$ cat config.mk
export PLATFORM = sky130hd
export DESIGN_NAME = usb_indirect_register_port
export DESIGN_NICKNAME = d
export VERILOG_FILES = /design/src/shared/usb_port_pkg.sv /design/src/verilog/usb_indirect_register_port.sv
export SDC_FILE = /design/constraint.sdc
export NUM_CORES = 1
export LEC_CHECK = 0
export BUFFER_PORTS_ARGS = -buffer_cell sky130_fd_sc_hd__buf_2
export CAP_MARGIN = 20
export CORE_MARGIN = 2
export CORE_UTILIZATION = 45
export CTS_CLUSTER_SIZE = 14
export DETAILED_ROUTE_END_ITERATION = 6
export PLACE_DENSITY = 0.71
export SLEW_MARGIN = 5
export SYNTH_ARGS = -nofsm -noshare
export SYNTH_HDL_FRONTEND = slang
export SYNTH_SLANG_ARGS = --single-unit
$ cat constraint.sdc
create_clock -name sys_clk -period 4.5 [get_ports sys_clk]
set_input_delay 0.675 -clock sys_clk [delete_from_list [all_inputs] [get_ports sys_clk]]
set_output_delay 0.675 -clock sys_clk [all_outputs]
set_load 0.02 [all_outputs]
$ cat src/shared/usb_port_pkg.sv
// Package with the register map, field layout and timing constants of the indirect port.
package usb_port_pkg;

  // Special-function addresses of the two port registers.
  localparam logic [7:0] ADDR_PORT_SFR = 8'h96;
  localparam logic [7:0] DATA_PORT_SFR = 8'h97;

  // Field positions in the indirect address port.
  localparam int BUSY_BIT = 7;
  localparam int AUTO_READ_BIT = 6;
  localparam int TARGET_MSB = 5;

  // Internal register addresses.
  localparam logic [5:0] FUNC_ADDR_IDX = 6'h00;
  localparam logic [5:0] IN_FLAGS_IDX = 6'h02;
  localparam logic [5:0] OUT_FLAGS_IDX = 6'h04;
  localparam logic [5:0] COMMON_FLAGS_IDX = 6'h06;
  localparam logic [5:0] IN_ENABLES_IDX = 6'h07;
  localparam logic [5:0] OUT_ENABLES_IDX = 6'h09;
  localparam logic [5:0] COMMON_ENABLES_IDX = 6'h0B;
  localparam logic [5:0] EP_SELECT_IDX = 6'h0E;
  localparam logic [5:0] CLK_RECOVERY_IDX = 6'h0F;
  localparam logic [5:0] EP_ENABLE_IDX = 6'h1E;
  localparam logic [5:0] INDEXED_LO_IDX = 6'h11;
  localparam logic [5:0] INDEXED_HI_IDX = 6'h17;
  localparam logic [5:0] FIFO_LO_IDX = 6'h20;
  localparam logic [5:0] FIFO_HI_IDX = 6'h23;

  // Endpoint selector layout.
  localparam int EP_FIELD_MSB = 3;
  localparam logic [3:0] EP_LAST_CODE = 4'h3;
  localparam int NUM_EP = 4;

  // Clock recovery control layout and reset value.
  localparam int RECOVERY_EN_BIT = 7;
  localparam int SINGLE_STEP_BIT = 6;
  localparam int LOW_SPEED_REC_BIT = 5;
  localparam logic [7:0] CLK_RECOVERY_RESET = 8'h0F;

  // Transceiver control speed select bit.
  localparam int SPEED_BIT = 5;

  // Reset values.
  localparam logic [7:0] ZERO_BYTE = 8'h00;

  // Number of system cycles an access stays busy after being launched.
  localparam logic [1:0] ACCESS_CYCLES = 2'h2;

  typedef enum logic [1:0] {
    ST_IDLE = 2'b00,
    ST_READ = 2'b01,
    ST_WRITE = 2'b10
  } access_state_t;

  // One access toward the internal register space.
  typedef struct packed {
    logic write;
    logic read;
    logic [5:0] target;
    logic [7:0] data;
  } int_access_t;

  // Special-function register bus request.
  typedef struct packed {
    logic wr;
    logic rd;
    logic [7:0] addr;
    logic [7:0] wdata;
  } sfr_req_t;

endpackage : usb_port_pkg

$ cat src/verilog/usb_indirect_register_port.sv
// Indirect register port between the core's special-function bus and the USB controller.
`timescale 1ns/1ps

////////////////////////////////////////////////////////////////////////////////
// Notes on behaviour
// Internal registers are reached only via the address port's 6-bit target field.
// Software selects the endpoint first; indexed accesses then go to that endpoint.
// Selector codes 0 to 3 mean endpoints 0 to 3; 4 to 15 are reserved.
// Selector bits 7:4 read zero and writes to them are dropped.
// The USB clock must run whenever an internal register is accessed.
// Busy reads 1 during an access, 0 when the data port is valid.
// Writing busy as 1 starts a read; address and busy may go together.
// Software waits for busy low before an access and before taking data.
// With auto-read set, reading the data port starts the next read, same address.
// Without auto-read, software writes busy for every read.
// Writing the data port sends that byte to the selected internal register.
// The target field keeps its value between accesses.
// Flag registers at 0x02, 0x04, 0x06; enables at 0x07, 0x09, 0x0B.
// Indexed registers 0x11 to 0x17 act on the selected endpoint.
// FIFO ports at 0x20 to 0x23; function address 0x00, endpoint enable 0x1E.
// The clock source gives 6 MHz at low speed and 48 MHz at full speed.
// Communication speed follows the transceiver control speed select bit.
// Clock recovery trims the oscillator from incoming data stream timing.
// Recovery is advised for full speed and low speed from the internal oscillator.
// Low speed with recovery needs the low speed recovery bit set.
// Single-step calibration is an optional recovery mode for noisy buses.
// Speed select 1 means full speed, 0 means low speed.
// Recovery enable bit 7 turns clock recovery on when 1.
// Busy rises at a read's start and falls only once captured data is stable.
module usb_indirect_register_port (
  // Clock and reset
  input wire logic sys_clk,
  input wire logic srst,
  // Special-function register bus
  input wire usb_port_pkg::sfr_req_t sfr_req,
  output logic [7:0] sfr_rdata,
  // Speed select from the transceiver control register
  input wire logic speed_select,
  // Internal register space of the controller
  output usb_port_pkg::int_access_t int_access,
  input wire logic [7:0] int_rdata,
  output logic [1:0] endpoint_index,
  output logic indexed_access,
  output logic [3:0] fifo_strobe,
  output logic [5:0] target_class,
  // Clock recovery controls
  output logic full_speed,
  output logic recovery_enable,
  output logic single_step_calibrate,
  output logic low_speed_recovery,
  output logic [3:0] recovery_reserved
);

  // Decodes an internal address into a one-hot class:
  // 0 flags, 1 enables, 2 function address and endpoint enable, 3 indexed, 4 fifo, 5 local.
  function automatic logic [5:0] classify(input logic [5:0] a);
    logic [5:0] c;
    c = 6'h00;
    if (a == usb_port_pkg::IN_FLAGS_IDX || a == usb_port_pkg::OUT_FLAGS_IDX ||
        a == usb_port_pkg::COMMON_FLAGS_IDX) begin
      c[0] = 1'b1;
    end else if (a == usb_port_pkg::IN_ENABLES_IDX || a == usb_port_pkg::OUT_ENABLES_IDX ||
        a == usb_port_pkg::COMMON_ENABLES_IDX) begin
      c[1] = 1'b1;
    end else if (a == usb_port_pkg::FUNC_ADDR_IDX || a == usb_port_pkg::EP_ENABLE_IDX) begin
      c[2] = 1'b1;
    end else if (a >= usb_port_pkg::INDEXED_LO_IDX && a <= usb_port_pkg::INDEXED_HI_IDX) begin
      c[3] = 1'b1;
    end else if (a >= usb_port_pkg::FIFO_LO_IDX && a <= usb_port_pkg::FIFO_HI_IDX) begin
      c[4] = 1'b1;
    end else if (a == usb_port_pkg::EP_SELECT_IDX || a == usb_port_pkg::CLK_RECOVERY_IDX) begin
      c[5] = 1'b1;
    end
    return c;
  endfunction : classify

  ////////////////////////////////////////////////////////////////////////////////
  // Register state

  logic busy_reg, busy_next;
  logic auto_read_reg, auto_read_next;
  logic [5:0] target_reg, target_next;
  logic [7:0] data_reg, data_next;
  logic [3:0] ep_select_reg, ep_select_next;
  logic [7:0] clk_rec_reg, clk_rec_next;
  logic [1:0] count_reg, count_next;
  logic speed_meta_reg, speed_reg;
  usb_port_pkg::access_state_t state_reg, state_next;
  usb_port_pkg::int_access_t access_reg, access_next;
  logic [7:0] rdata_reg, rdata_next;

  logic addr_wr, data_wr, data_rd, addr_rd;
  logic start_read, local_target;
  logic [7:0] local_rdata;

  assign addr_wr = sfr_req.wr && sfr_req.addr == usb_port_pkg::ADDR_PORT_SFR;
  assign data_wr = sfr_req.wr && sfr_req.addr == usb_port_pkg::DATA_PORT_SFR;
  assign addr_rd = sfr_req.rd && sfr_req.addr == usb_port_pkg::ADDR_PORT_SFR;
  assign data_rd = sfr_req.rd && sfr_req.addr == usb_port_pkg::DATA_PORT_SFR;
  assign local_target = target_reg == usb_port_pkg::EP_SELECT_IDX ||
      target_reg == usb_port_pkg::CLK_RECOVERY_IDX;

  // A read starts on a busy write, or on a data read when auto-read is on.
  // Requests made while busy are dropped, since the data port would be torn.
  always_comb begin
    start_read = 1'b0;
    if (!busy_reg) begin
      if (addr_wr && sfr_req.wdata[usb_port_pkg::BUSY_BIT]) begin
        start_read = 1'b1;
      end else if (data_rd && auto_read_reg) begin
        start_read = 1'b1;
      end
    end
  end

  always_comb begin
    local_rdata = usb_port_pkg::ZERO_BYTE;
    if (target_reg == usb_port_pkg::EP_SELECT_IDX) begin
      local_rdata = {4'h0, ep_select_reg};
    end else if (target_reg == usb_port_pkg::CLK_RECOVERY_IDX) begin
      local_rdata = clk_rec_reg;
    end
  end

  ////////////////////////////////////////////////////////////////////////////////
  // Access sequencer

  always_comb begin
    busy_next = busy_reg;
    auto_read_next = auto_read_reg;
    target_next = target_reg;
    data_next = data_reg;
    ep_select_next = ep_select_reg;
    clk_rec_next = clk_rec_reg;
    count_next = count_reg;
    state_next = state_reg;
    access_next = '0;
    if (addr_wr && !busy_reg) begin
      auto_read_next = sfr_req.wdata[usb_port_pkg::AUTO_READ_BIT];
      target_next = sfr_req.wdata[usb_port_pkg::TARGET_MSB:0];
    end
    unique case (state_reg)
      usb_port_pkg::ST_IDLE: begin
        if (start_read) begin
          busy_next = 1'b1;
          state_next = usb_port_pkg::ST_READ;
          count_next = usb_port_pkg::ACCESS_CYCLES;
          access_next.read = 1'b1;
          access_next.target = addr_wr ? sfr_req.wdata[usb_port_pkg::TARGET_MSB:0] : target_reg;
        end else if (data_wr) begin
          busy_next = 1'b1;
          data_next = sfr_req.wdata;
          state_next = usb_port_pkg::ST_WRITE;
          count_next = usb_port_pkg::ACCESS_CYCLES;
          access_next.write = 1'b1;
          access_next.target = target_reg;
          access_next.data = sfr_req.wdata;
          if (target_reg == usb_port_pkg::EP_SELECT_IDX) begin
            ep_select_next = sfr_req.wdata[usb_port_pkg::EP_FIELD_MSB:0];
          end else if (target_reg == usb_port_pkg::CLK_RECOVERY_IDX) begin
            clk_rec_next = sfr_req.wdata;
          end
        end
      end
      usb_port_pkg::ST_READ: begin
        count_next = count_reg - 2'h1;
        if (count_reg == 2'h1) begin
          // Capture on the last cycle so the value has settled before busy falls.
          data_next = local_target ? local_rdata : int_rdata;
          busy_next = 1'b0;
          state_next = usb_port_pkg::ST_IDLE;
        end
      end
      usb_port_pkg::ST_WRITE: begin
        count_next = count_reg - 2'h1;
        if (count_reg == 2'h1) begin
          busy_next = 1'b0;
          state_next = usb_port_pkg::ST_IDLE;
        end
      end
      default: begin
        busy_next = 1'b0;
        state_next = usb_port_pkg::ST_IDLE;
      end
    endcase
  end

  always_comb begin
    rdata_next = usb_port_pkg::ZERO_BYTE;
    if (addr_rd) begin
      rdata_next = {busy_reg, auto_read_reg, target_reg};
    end else if (data_rd) begin
      rdata_next = data_reg;
    end
  end

  always_ff @(posedge sys_clk) begin
    if (srst) begin
      busy_reg <= 1'b0;
      auto_read_reg <= 1'b0;
      target_reg <= 6'h00;
      data_reg <= usb_port_pkg::ZERO_BYTE;
      ep_select_reg <= 4'h0;
      clk_rec_reg <= usb_port_pkg::CLK_RECOVERY_RESET;
      count_reg <= 2'h0;
      state_reg <= usb_port_pkg::ST_IDLE;
      access_reg <= '0;
      rdata_reg <= usb_port_pkg::ZERO_BYTE;
    end else begin
      busy_reg <= busy_next;
      auto_read_reg <= auto_read_next;
      target_reg <= target_next;
      data_reg <= data_next;
      ep_select_reg <= ep_select_next;
      clk_rec_reg <= clk_rec_next;
      count_reg <= count_next;
      state_reg <= state_next;
      access_reg <= access_next;
      rdata_reg <= rdata_next;
    end
  end

  // The speed bit belongs to another register block; treat it as asynchronous.
  always_ff @(posedge sys_clk) begin
    if (srst) begin
      speed_meta_reg <= 1'b0;
      speed_reg <= 1'b0;
    end else begin
      speed_meta_reg <= speed_select;
      speed_reg <= speed_meta_reg;
    end
  end

  ////////////////////////////////////////////////////////////////////////////////
  // Outputs

  logic [5:0] cls;
  assign cls = classify(access_reg.target);
  assign int_access = access_reg;
  assign sfr_rdata = rdata_reg;
  assign target_class = cls;
  // Reserved selector codes reach no endpoint; indexed_access stays low for them.
  assign indexed_access = cls[3] && ep_select_reg <= usb_port_pkg::EP_LAST_CODE;
  assign endpoint_index = ep_select_reg[1:0];

  genvar g;
  generate
    for (g = 0; g < usb_port_pkg::NUM_EP; g++) begin : g_fifo
      assign fifo_strobe[g] = cls[4] && (access_reg.read || access_reg.write) &&
          access_reg.target[1:0] == 2'(g);
    end
  endgenerate

  assign full_speed = speed_reg;
  // Trimming itself lives in the oscillator; it consumes these controls.
  assign recovery_enable = clk_rec_reg[usb_port_pkg::RECOVERY_EN_BIT];
  assign single_step_calibrate = clk_rec_reg[usb_port_pkg::SINGLE_STEP_BIT];
  assign low_speed_recovery = clk_rec_reg[usb_port_pkg::LOW_SPEED_REC_BIT];
  assign recovery_reserved = clk_rec_reg[3:0];

  ////////////////////////////////////////////////////////////////////////////////
  // Assertions

  property p_busy_on_read;
    @(posedge sys_clk) disable iff (srst)
      start_read |=> busy_reg && access_reg.read;
  endproperty
  a_busy_on_read: assert property (p_busy_on_read) else $error("busy not set on read");

  property p_busy_length;
    @(posedge sys_clk) disable iff (srst)
      $rose(busy_reg) |-> busy_reg [*2] ##1 !busy_reg;
  endproperty
  a_busy_length: assert property (p_busy_length) else $error("busy length wrong");

  property p_capture;
    @(posedge sys_clk) disable iff (srst)
      (state_reg == usb_port_pkg::ST_READ && count_reg == 2'h1 && !local_target)
        |=> data_reg == $past(int_rdata) && !busy_reg;
  endproperty
  a_capture: assert property (p_capture) else $error("read data not captured");

  property p_auto_read;
    @(posedge sys_clk) disable iff (srst)
      (data_rd && auto_read_reg && !busy_reg) |=> access_reg.read &&
        access_reg.target == $past(target_reg);
  endproperty
  a_auto_read: assert property (p_auto_read) else $error("auto read missing");

  property p_write;
    @(posedge sys_clk) disable iff (srst)
      (data_wr && !busy_reg && !start_read) |=> access_reg.write &&
        access_reg.data == $past(sfr_req.wdata) && access_reg.target == $past(target_reg);
  endproperty
  a_write: assert property (p_write) else $error("write not forwarded");

  property p_target_hold;
    @(posedge sys_clk) disable iff (srst)
      !addr_wr |=> $stable(target_reg);
  endproperty
  a_target_hold: assert property (p_target_hold) else $error("target changed");

  property p_sel_upper;
    @(posedge sys_clk) disable iff (srst)
      ep_select_reg == $past(ep_select_reg) || $past(data_wr) &&
        ep_select_reg == $past(sfr_req.wdata[3:0]);
  endproperty
  a_sel_upper: assert property (p_sel_upper) else $error("selector bad update");

  property p_indexed_reserved;
    @(posedge sys_clk) disable iff (srst)
      ep_select_reg > usb_port_pkg::EP_LAST_CODE |-> !indexed_access;
  endproperty
  a_indexed_reserved: assert property (p_indexed_reserved) else $error("reserved ep used");

  property p_fifo_decode;
    @(posedge sys_clk) disable iff (srst)
      access_reg.read && access_reg.target == usb_port_pkg::FIFO_HI_IDX |-> fifo_strobe == 4'h8;
  endproperty
  a_fifo_decode: assert property (p_fifo_decode) else $error("fifo decode wrong");

  // A data write that meets a busy port must not reach the register space.
  property p_busy_refuse;
    @(posedge sys_clk) disable iff (srst)
      (data_wr && busy_reg) |=> !access_reg.write;
  endproperty
  a_busy_refuse: assert property (p_busy_refuse) else $error("write taken while busy");

  property p_sel_read_zero;
    @(posedge sys_clk) disable iff (srst)
      (state_reg == usb_port_pkg::ST_READ && count_reg == 2'h1 &&
        target_reg == usb_port_pkg::EP_SELECT_IDX) |=> data_reg[7:4] == 4'h0;
  endproperty
  a_sel_read_zero: assert property (p_sel_read_zero) else $error("selector top bits set");

  property p_fifo_onehot;
    @(posedge sys_clk) disable iff (srst)
      (access_reg.read || access_reg.write) && cls[4] |-> $onehot(fifo_strobe);
  endproperty
  a_fifo_onehot: assert property (p_fifo_onehot) else $error("fifo strobe not one-hot");

  property p_recovery_write;
    @(posedge sys_clk) disable iff (srst)
      (data_wr && !busy_reg && !start_read && target_reg == usb_port_pkg::CLK_RECOVERY_IDX)
        |=> clk_rec_reg == $past(sfr_req.wdata);
  endproperty
  a_recovery_write: assert property (p_recovery_write) else $error("recovery not written");

endmodule : usb_indirect_register_port
==> impl_metrics.tcl, run 1 <==
set metrics [dict create \
    dieHeight_um 82.5 \
    clk_pin_slew_worst_paths_ns 0.07 \
    crit_chain "nor4b_1 > o21ai_0 > nor3b_1 > buf_2" \
    largest_register_ffs 16 \
    hold_path_class "reg2reg" \
    critPathKind "reg2out" \
    num-nets-final 400 \
    syn_to_final_growth_pct 19.4 \
    ys_async_sr_fraction_pct 0 \
    r2r-end "ep_select_reg[2]" \
    grt_max_degree 25 \
    start_util_pct 46.6 \
    endpoint_kind "primary output" \
    r2r_cells 6 \
    multi_input_area_mm2 0.00145 \
    power_density_mw_per_mm2 331 \
    slowest_stage "dfxtp_1" \
    relSlewSlack_pct 43.6 \
    yosysTopAreaCellShare_pct 41.8 \
    hold_path_depth 1 \
    grt_pass1_wl_um 11100 \
    synth_seq_cells 58 \
    dr.first_iter.drc_count 142 \
    rsz0062_at_grt "false" \
    hold_start "speed_meta_reg" \
    dp_hpwl_um 5240 \
    finClkSkew_ns 0.0109 \
    cts_buffer_depth 2 \
    ios 74 \
    clock_latency_ns 0.33 \
    clock_sinks 58 \
    fp.dieW_um 82.5 \
    dieArea_mm2 0.00681 \
    switching_share_pct 21.7 \
    pwr-share-clk_pct 48.4 \
    h-tree-depth 3 \
    setup_viol 0 \
    max_clock_freq_ghz 0.414 \
    grt_use_total_pct 22.0 \
    antenna_found_initial 0 \
    p_leak_nw 1.32 \
    gp_congestion 0.909 \
    port-buffer-count 73 \
    postCtsHoldBufs 0 \
    whs_endpoint "full_speed" \
    cp_max_fo 9 \
    wire_per_inst_um 16.6 \
    maxSlewViolCount 0 \
    syn_inst 311 \
    cap_violations 0 \
    drive_above_1_share_pct 28.7 \
    rows 28 \
    drcViolationCount 0 \
    ant_nets 0 \
    nFillCells 558 \
    synth_top_area_cell "dfxtp_1" \
    postSynthAreaPerCell_um2 8.92 \
    dp_cells 432 \
    cts_setup_buffers 0 \
    synth_cell_types 51 \
    cp-start-kind "flop" \
    seqPwrFrac_pct 47.0 \
    outcome "completed" \
    intPower_mw 0.858 \
    min_period_over_period_pct 53.6 \
    p_sw_mw 0.238 \
    final-seq-area_mm2 0.00116 \
    postLayoutCellArea_mm2 0.00331 \
    vias 2668 \
    yosys_warnings 0 \
    gr-total-overflow 0 \
    rrSetupSlack_ns 2.42 \
    ys_top_cells_by_area "dfxtp_1, mux2i_1, nor2_1" \
    grt_pass1_vias 2257 \
    numCtsBuffers 9 \
    final_cells 448 \
    peakVddDrop_uv 172 \
    cp_data_arrival_time_ns 1.74 \
    r2r_start "state_reg[0]" \
    p_comb_share_pct 4.6 \
    diodes 0 \
    syn-cell-area_mm2 0.00278 \
    finalHoldViolations 0 \
    synth_fp_nets 343 \
    finalSetupTns_ns 0 \
    cts_resized 0 \
    dpl-instance-area_mm2 0.00309 \
    cpPeakStageDelay_ns 0.38 \
    synth_edf_count 0 \
    period_needed_ns 2.41 \
    coreArea_mm2 0.00596 \
    drt_wl_total_um 7430 \
    synth_flop_cell "dfxtp_1" \
    via_per_inst 5.96 \
    cp.required_ns 3.83 \
    tightestPinTransition_ns 0.844 \
    cts_tree "yes" \
    synth_seq_area_share_pct 41.8 \
    clockRootBuffer "clkbuf_8" \
    dr.pass1.iters 4 \
]
==> layout by cell type (no fill, tap or decap), types with 7 or more instances in the layout <==
cell / instances
buf_2: 73
dfxtp_1: 58
nor2_1: 24
nand2_1: 19
a21oi_1: 17
o21ai_0: 15
nand4_1: 14
and2_1: 11
a31oi_1: 10
clkbuf_8: 10
mux2i_1: 9
nand3_1: 9
o31ai_1: 8
a32oi_1: 7
==> cell usage after synthesis, drive strengths merged (7+ instances only) <==
cell type	count
a31oi	10
a21oi	17
mux2i	9
dfxtp	58
clkbuf	10
o31ai	8
o21ai	21
nand4	14
a32oi	7
nand3	9
nand2	20
buf	17
and2	11
nor2	24
==> power by group through the flow <==
stage	logic (mW)	registers (mW)	clock network, mW
floorplan	0.0253	0.527	0
global placement	0.0495	0.527	0
detailed placement	0.0495	0.527	0
CTS	0.0497	0.515	0.535
global route	0.0546	0.515	0.555
finish	0.0505	0.515	0.531
==> stage by stage <==
stage	hold WS [ns]	worst slack, ns	util (%)	power, mW
6_report	0.455	2.09	55.6	1.10
5_1_grt	0.462	1.85	55.6	1.12
4_1_cts	0.458	2.00	55.6	1.10
3_5_place_dp	0.440	2.03	52.0	0.576
3_3_place_gp	0.442	2.07	52.0	0.576
2_1_floorplan	0.414	1.57	-	0.552
==> cells by family (layout without fill, tap and decap cells) <==
kind of cell    after synthesis  in the layout  share of synthesized area (%)
fa+ha+maj                     3              3                           1.35
mux                          13             13                           4.87
compound gates               87             87                           21.7
simple gates                116            116                           24.3
flops                        58             58                           41.8
buf+inv                      34             96                           6.00
==> worst max-delay path by stage <==
| stage | from | to | slack (ns) | cells past startpoint |
|---|---|---|---|---|
| floorplan | int_access[13] | fifo_strobe[2] | 1.57 | 3 |
| global placement | sfr_req[14] | sfr_rdata[4] | 2.07 | 5 |
| detailed placement | srst | int_access[6] | 2.03 | 5 |
| CTS | int_access[9] | indexed_access | 2.00 | 4 |
| global route | int_access[9] | indexed_access | 1.85 | 4 |
| finish | int_access[10] | fifo_strobe[1] | 2.09 | 4 |
==> layer usage <==
metal / vias up / GRT usage [%] / wire length, µm
met2: 124 / 32.3 / 3330
met4: 0 / 11.1 / 210
li1: 1284 / - / -
met1: 1238 / 29.9 / 3270
met3: 22 / 5.43 / 621
met5: - / 0 / 0
==> final cells by class <==
type / count / area share, %
inverters: 7 / 0.793
well taps: 75 / 2.83
flip-flops and latches: 58 / 35.0
clock inverters: 5 / 2.34
clock buffers: 11 / 4.27
repair buffers: 73 / 11.0
multi-input cells: 219 / 43.7
==> worst max-delay path, delay by kind of cell, from the launching register on <==
family	cells	cell delay, ns
AO/OA/AOI/OAI	1	0.24
AND/OR/NAND/NOR	2	0.60
buffers and inverters	1	0.19
flip-flops	1	0.38
(Power assumes the default switching activity.)
==> inputs of run 2 (changes only) <==
clock period = 2.4 ns   (was 4.5 ns; I/O delays follow)
==> run 2 against run 1 <==
Setup slack got worse by 1.7 ns. Clock skew fell by 0.0041 ns. Worst hold slack got worse by 0.22 ns. Sequential power rose by 88%. Clock power rose by 75%. Design area rose by 1.7%. Sequential share of layout area fell by 0.60 points. First-iteration DRC count rose by 12%. Critical path type unchanged. Highest routed layer unchanged.
==> impl_metrics.tcl, run 2 (synthesized netlist as in run 1, its figures left out) <==
set metrics [dict create \
    outcome "completed" \
    drive_above_1_share_pct 30.5 \
    tightestPinTransition_ns 0.618 \
    dr.pass1.iters 5 \
    layout_commonest_cell "buf_2" \
    gp_congestion 0.921 \
    vias 2612 \
    cpPeakStageDelay_ns 0.56 \
    grt_max_degree 22 \
    critPathKind "reg2out" \
    endpoint_kind "primary output" \
    r2r_cells 6 \
    cp.depth 3 \
    postCtsHoldBufs 0 \
    crit_buf_inv 1 \
    grt_use_total_pct 23.4 \
    num-nets-final 408 \
    crit_chain "or4_1 > a211oi_1 > buf_2" \
    rsz0062_at_grt "false" \
    cts_buffer_depth 2 \
    mostFrequentLayoutCells "buf_2, dfxtp_1, nor2_1, nand2_1, a21oi_1" \
    final-seq-area_mm2 0.00116 \
    clockRootBuffer "clkbuf_8" \
    start_util_pct 46.6 \
    cp.required_ns 2.04 \
    postLayoutCellArea_mm2 0.00337 \
    dp_hpwl_um 5340 \
    slowest_stage "or4_1" \
    power_density_mw_per_mm2 592 \
    dieArea_mm2 0.00681 \
    ant_nets 0 \
    peakVddDrop_uv 282 \
    cts_setup_buffers 0 \
    coreArea_mm2 0.00596 \
    cts_tree "yes" \
    grtUsageMet1_pct 31.1 \
    cts_resized 0 \
    clock_latency_ns 0.34 \
    hold_path_depth 2 \
    syn_to_final_growth_pct 21.5 \
    hold_path_class "in2reg" \
    grt_pass1_vias 2383 \
    cp_max_fo 11 \
    dieHeight_um 82.5 \
    drcViolationCount 0 \
    cap_violations 0 \
    period_needed_ns 2.06 \
    h-tree-depth 3 \
    min_period_over_period_pct 85.7 \
    diodes 0 \
    via_per_inst 5.74 \
    finClkSkew_ns 0.00681 \
    rows 28 \
    grt.met2_usage_pct 36.3 \
    crit_family "simple AND/OR/NAND/NOR gates" \
    p_leak_nw 1.36 \
    gr-total-overflow 0 \
    antenna_found_initial 0 \
    setup_viol 0 \
    grt_pass1_wl_um 11800 \
    cp_data_arrival_time_ns 1.70 \
    final_cells 455 \
    finalSetupTns_ns 0 \
    largest_register_ffs 16 \
    drt_wl_total_um 7430 \
    clock_sinks 58 \
    relSlewSlack_pct 58.8 \
    dp_cells 440 \
    nFillCells 571 \
    clk_pin_slew_worst_paths_ns 0.06 \
    use_met3_pct 4.78 \
    dr.first_iter.drc_count 159 \
    ios 74 \
    port-buffer-count 73 \
    fp.dieW_um 82.5 \
    numCtsBuffers 9 \
    wire_per_inst_um 16.3 \
    grt.busiest_layer "met2" \
    finalHoldViolations 0 \
    cp-start-kind "flop" \
    multi_input_area_mm2 0.00146 \
    max_clock_freq_ghz 0.486 \
    dpl-instance-area_mm2 0.00317 \
    maxSlewViolCount 0 \
]
[run 2: changes by cell type in the layout (fill, tap and decap cells not counted), sizes merged]
cell	change
clkinv	-1
bufinv	-1
clkbuf	+2
buf	+8
clkinvlp	-1
[run 2: final timing paths]
path,start,to,slack (ns)
max,int_access[9],target_class[2],0.34
min,speed_select,speed_meta_reg,0.24
max reg2reg,state_reg[1],clk_rec_reg[1],0.55
min reg2reg,speed_meta_reg,full_speed,0.44
[run 2: worst reg2reg max path, cell delays in order (launching register included)]
cell and delay (ns):
dfxtp_1 0.31, inv_1 0.07, ha_1 0.28, and3_2 0.27, and4_1 0.48, a31oi_1 0.14, o21ai_0 0.21
[run 2: area by class of cell]
type	count	share of cell area, %
repair buffers	81	12.6
well taps	75	2.78
clock inverters	2	1.04
clock buffers	13	5.01
flip-flops and latches	58	34.4
inverters	7	0.780
multi-input cells	219	43.3
[run 2: metrics by stage]
step | hold WS (ns) | total power, mW | setup WS (ns) | util, %
floorplan | 0.414 | 1.04 | 0.142 | -
global route | 0.251 | 2.05 | 0.241 | 56.6
CTS | 0.227 | 2.00 | 0.329 | 56.6
detailed placement | 0.426 | 1.08 | 0.515 | 53.2
global placement | 0.423 | 1.08 | 0.578 | 53.2
finish | 0.236 | 1.99 | 0.344 | 56.6
[run 2: routing by layer]
metal / wire length (µm) / vias up / part of all wire, %
met5: 0 / - / 0
met4: 130 / 0 / 1.7
met3: 620 / 12 / 8.3
met2: 3440 / 110 / 46
met1: 3240 / 1199 / 44
li1: - / 1291 / -
[run 2: power breakdown]
group          switching, mW  internal [mW]  total (mW)  leakage, nW
Combinational         0.0607         0.0374      0.0981        0.789
Clock                  0.373          0.557       0.930        0.106
Sequential          0.000983          0.965       0.966        0.468
==> inputs of run 3 (changes only) <==
CORE_MARGIN = not set   (was 2)
==> run 3 against run 2 <==
Utilization grew 0.10 points. First-iteration DRC count shrank 0.63%. Clock skew rose by 0.00079 ns. Maximum frequency up 0.27%.
==> impl_metrics.tcl, run 3 (synthesized netlist as in run 1, its figures left out) <==
set metrics [dict create \
    critPathKind "reg2out" \
    slowest_stage "dfxtp_1" \
    dr.first_iter.drc_count 158 \
    cap_violations 0 \
    peakVddDrop_uv 337 \
    maxSlewViolCount 0 \
    max_clock_freq_ghz 0.488 \
    grt_pass1_wl_um 11300 \
    ant_nets 0 \
    setup_viol 0 \
    numCtsBuffers 9 \
    dr.pass1.iters 5 \
    dieArea_mm2 0.00649 \
    cts_resized 0 \
    cp_max_fo 9 \
    hold_path_class "in2reg" \
    endpoint_kind "primary output" \
    crit_family "simple AND/OR/NAND/NOR gates" \
    mostFrequentLayoutCells "buf_2, dfxtp_1, nor2_1, nand2_1, a21oi_1" \
    clock_latency_ns 0.34 \
    crit_buf_inv 1 \
    postCtsHoldBufs 0 \
    gr-total-overflow 0 \
    dieHeight_um 80.5 \
    crit_chain "nor4b_2 > o21ai_0 > nor3b_1 > buf_2" \
    finClkSkew_ns 0.00760 \
    drive_above_1_share_pct 30.3 \
    tightestPinTransition_ns 0.489 \
    fp.dieW_um 80.5 \
    cts_setup_buffers 0 \
    cts_tree "yes" \
    cp.required_ns 2.04 \
    fin_util_pct 56.7 \
    clk_pin_slew_worst_paths_ns 0.06 \
    dp_cells 438 \
    min_period_over_period_pct 85.4 \
    place_ws_ns 0.555 \
    cpPeakStageDelay_ns 0.38 \
    rsz0062_at_grt "false" \
    coreArea_mm2 0.00592 \
    final_cells 454 \
    crit_start "int_access[10]" \
    ios 74 \
    port-buffer-count 73 \
    fin_ws_ns 0.350 \
    cp-start-kind "flop" \
    via_per_inst 5.81 \
    dpl-instance-area_mm2 0.00315 \
    r2r_start "state_reg[1]" \
    start_util_pct 46.9 \
    finalSetupTns_ns 0 \
    largest_register_ffs 16 \
    cp_data_arrival_time_ns 1.69 \
    dp_hpwl_um 5120 \
    rows 28 \
    relSlewSlack_pct 67.4 \
    power_mw 1.99 \
    finalHoldViolations 0 \
    wire_per_inst_um 16.1 \
    syn_to_final_growth_pct 21.0 \
    num-nets-final 406 \
    p_leak_nw 1.34 \
    drcViolationCount 0 \
    holdWs_ns 0.239 \
    drt_wl_total_um 7290 \
    clockRootBuffer "clkbuf_8" \
    layout_commonest_cell "buf_2" \
    postLayoutCellArea_mm2 0.00336 \
    grt_pass1_vias 2308 \
    antenna_found_initial 0 \
    power_density_mw_per_mm2 592 \
    diodes 0 \
    period_needed_ns 2.05 \
    hold_start "speed_select" \
    gp_congestion 0.881 \
    grt_use_total_pct 23.7 \
    clock_sinks 58 \
    cts_buffer_depth 2 \
    h-tree-depth 3 \
    vias 2639 \
    grt_max_degree 22 \
    outcome "completed" \
]
-- run 3: path summary, 6_finish.rpt --
kind	end	slack, ns	cells after the start
worst min-delay path	speed_meta_reg	0.24	2
worst max-delay path	fifo_strobe[2]	0.35	4
worst min register to register	full_speed	0.44	1
worst max register to register	data_reg[2]	0.54	6
-- run 3: final cells by class --
type	count	area, µm²
clock buffers	12	155
clock inverters	4	50.0
fillers	541	2560
inverters	7	26.3
multi-input cells	219	1460
flip-flops and latches	58	1160
well taps	75	93.8
repair buffers	79	410
-- run 3: worst reg2reg max path: stages (launching register included) --
cell	delay (ns)
dfxtp_1	0.33
inv_1	0.06
ha_1	0.34
nor2b_1	0.23
a41oi_4	0.34
nor2_1	0.16
o221a_2	0.30
-- run 3: layer usage --
layer	part of all wire (%)	vias up	routed length [µm]	global-route usage, %
met4	1.9	0	139	9.64
met3	7.8	10	566	6.02
li1	-	1287	-	-
met5	0	-	0	0
met1	43	1213	3150	29.5
met2	47	129	3430	38.7
-- run 3: power by group --
part	total (mW)	internal (mW)	switching, mW	leakage, nW
Clock	0.922	0.534	0.388	0.0986
Combinational	0.0987	0.0373	0.0614	0.778
Sequential	0.966	0.965	0.000971	0.468
Total	1.99	1.54	0.450	1.34
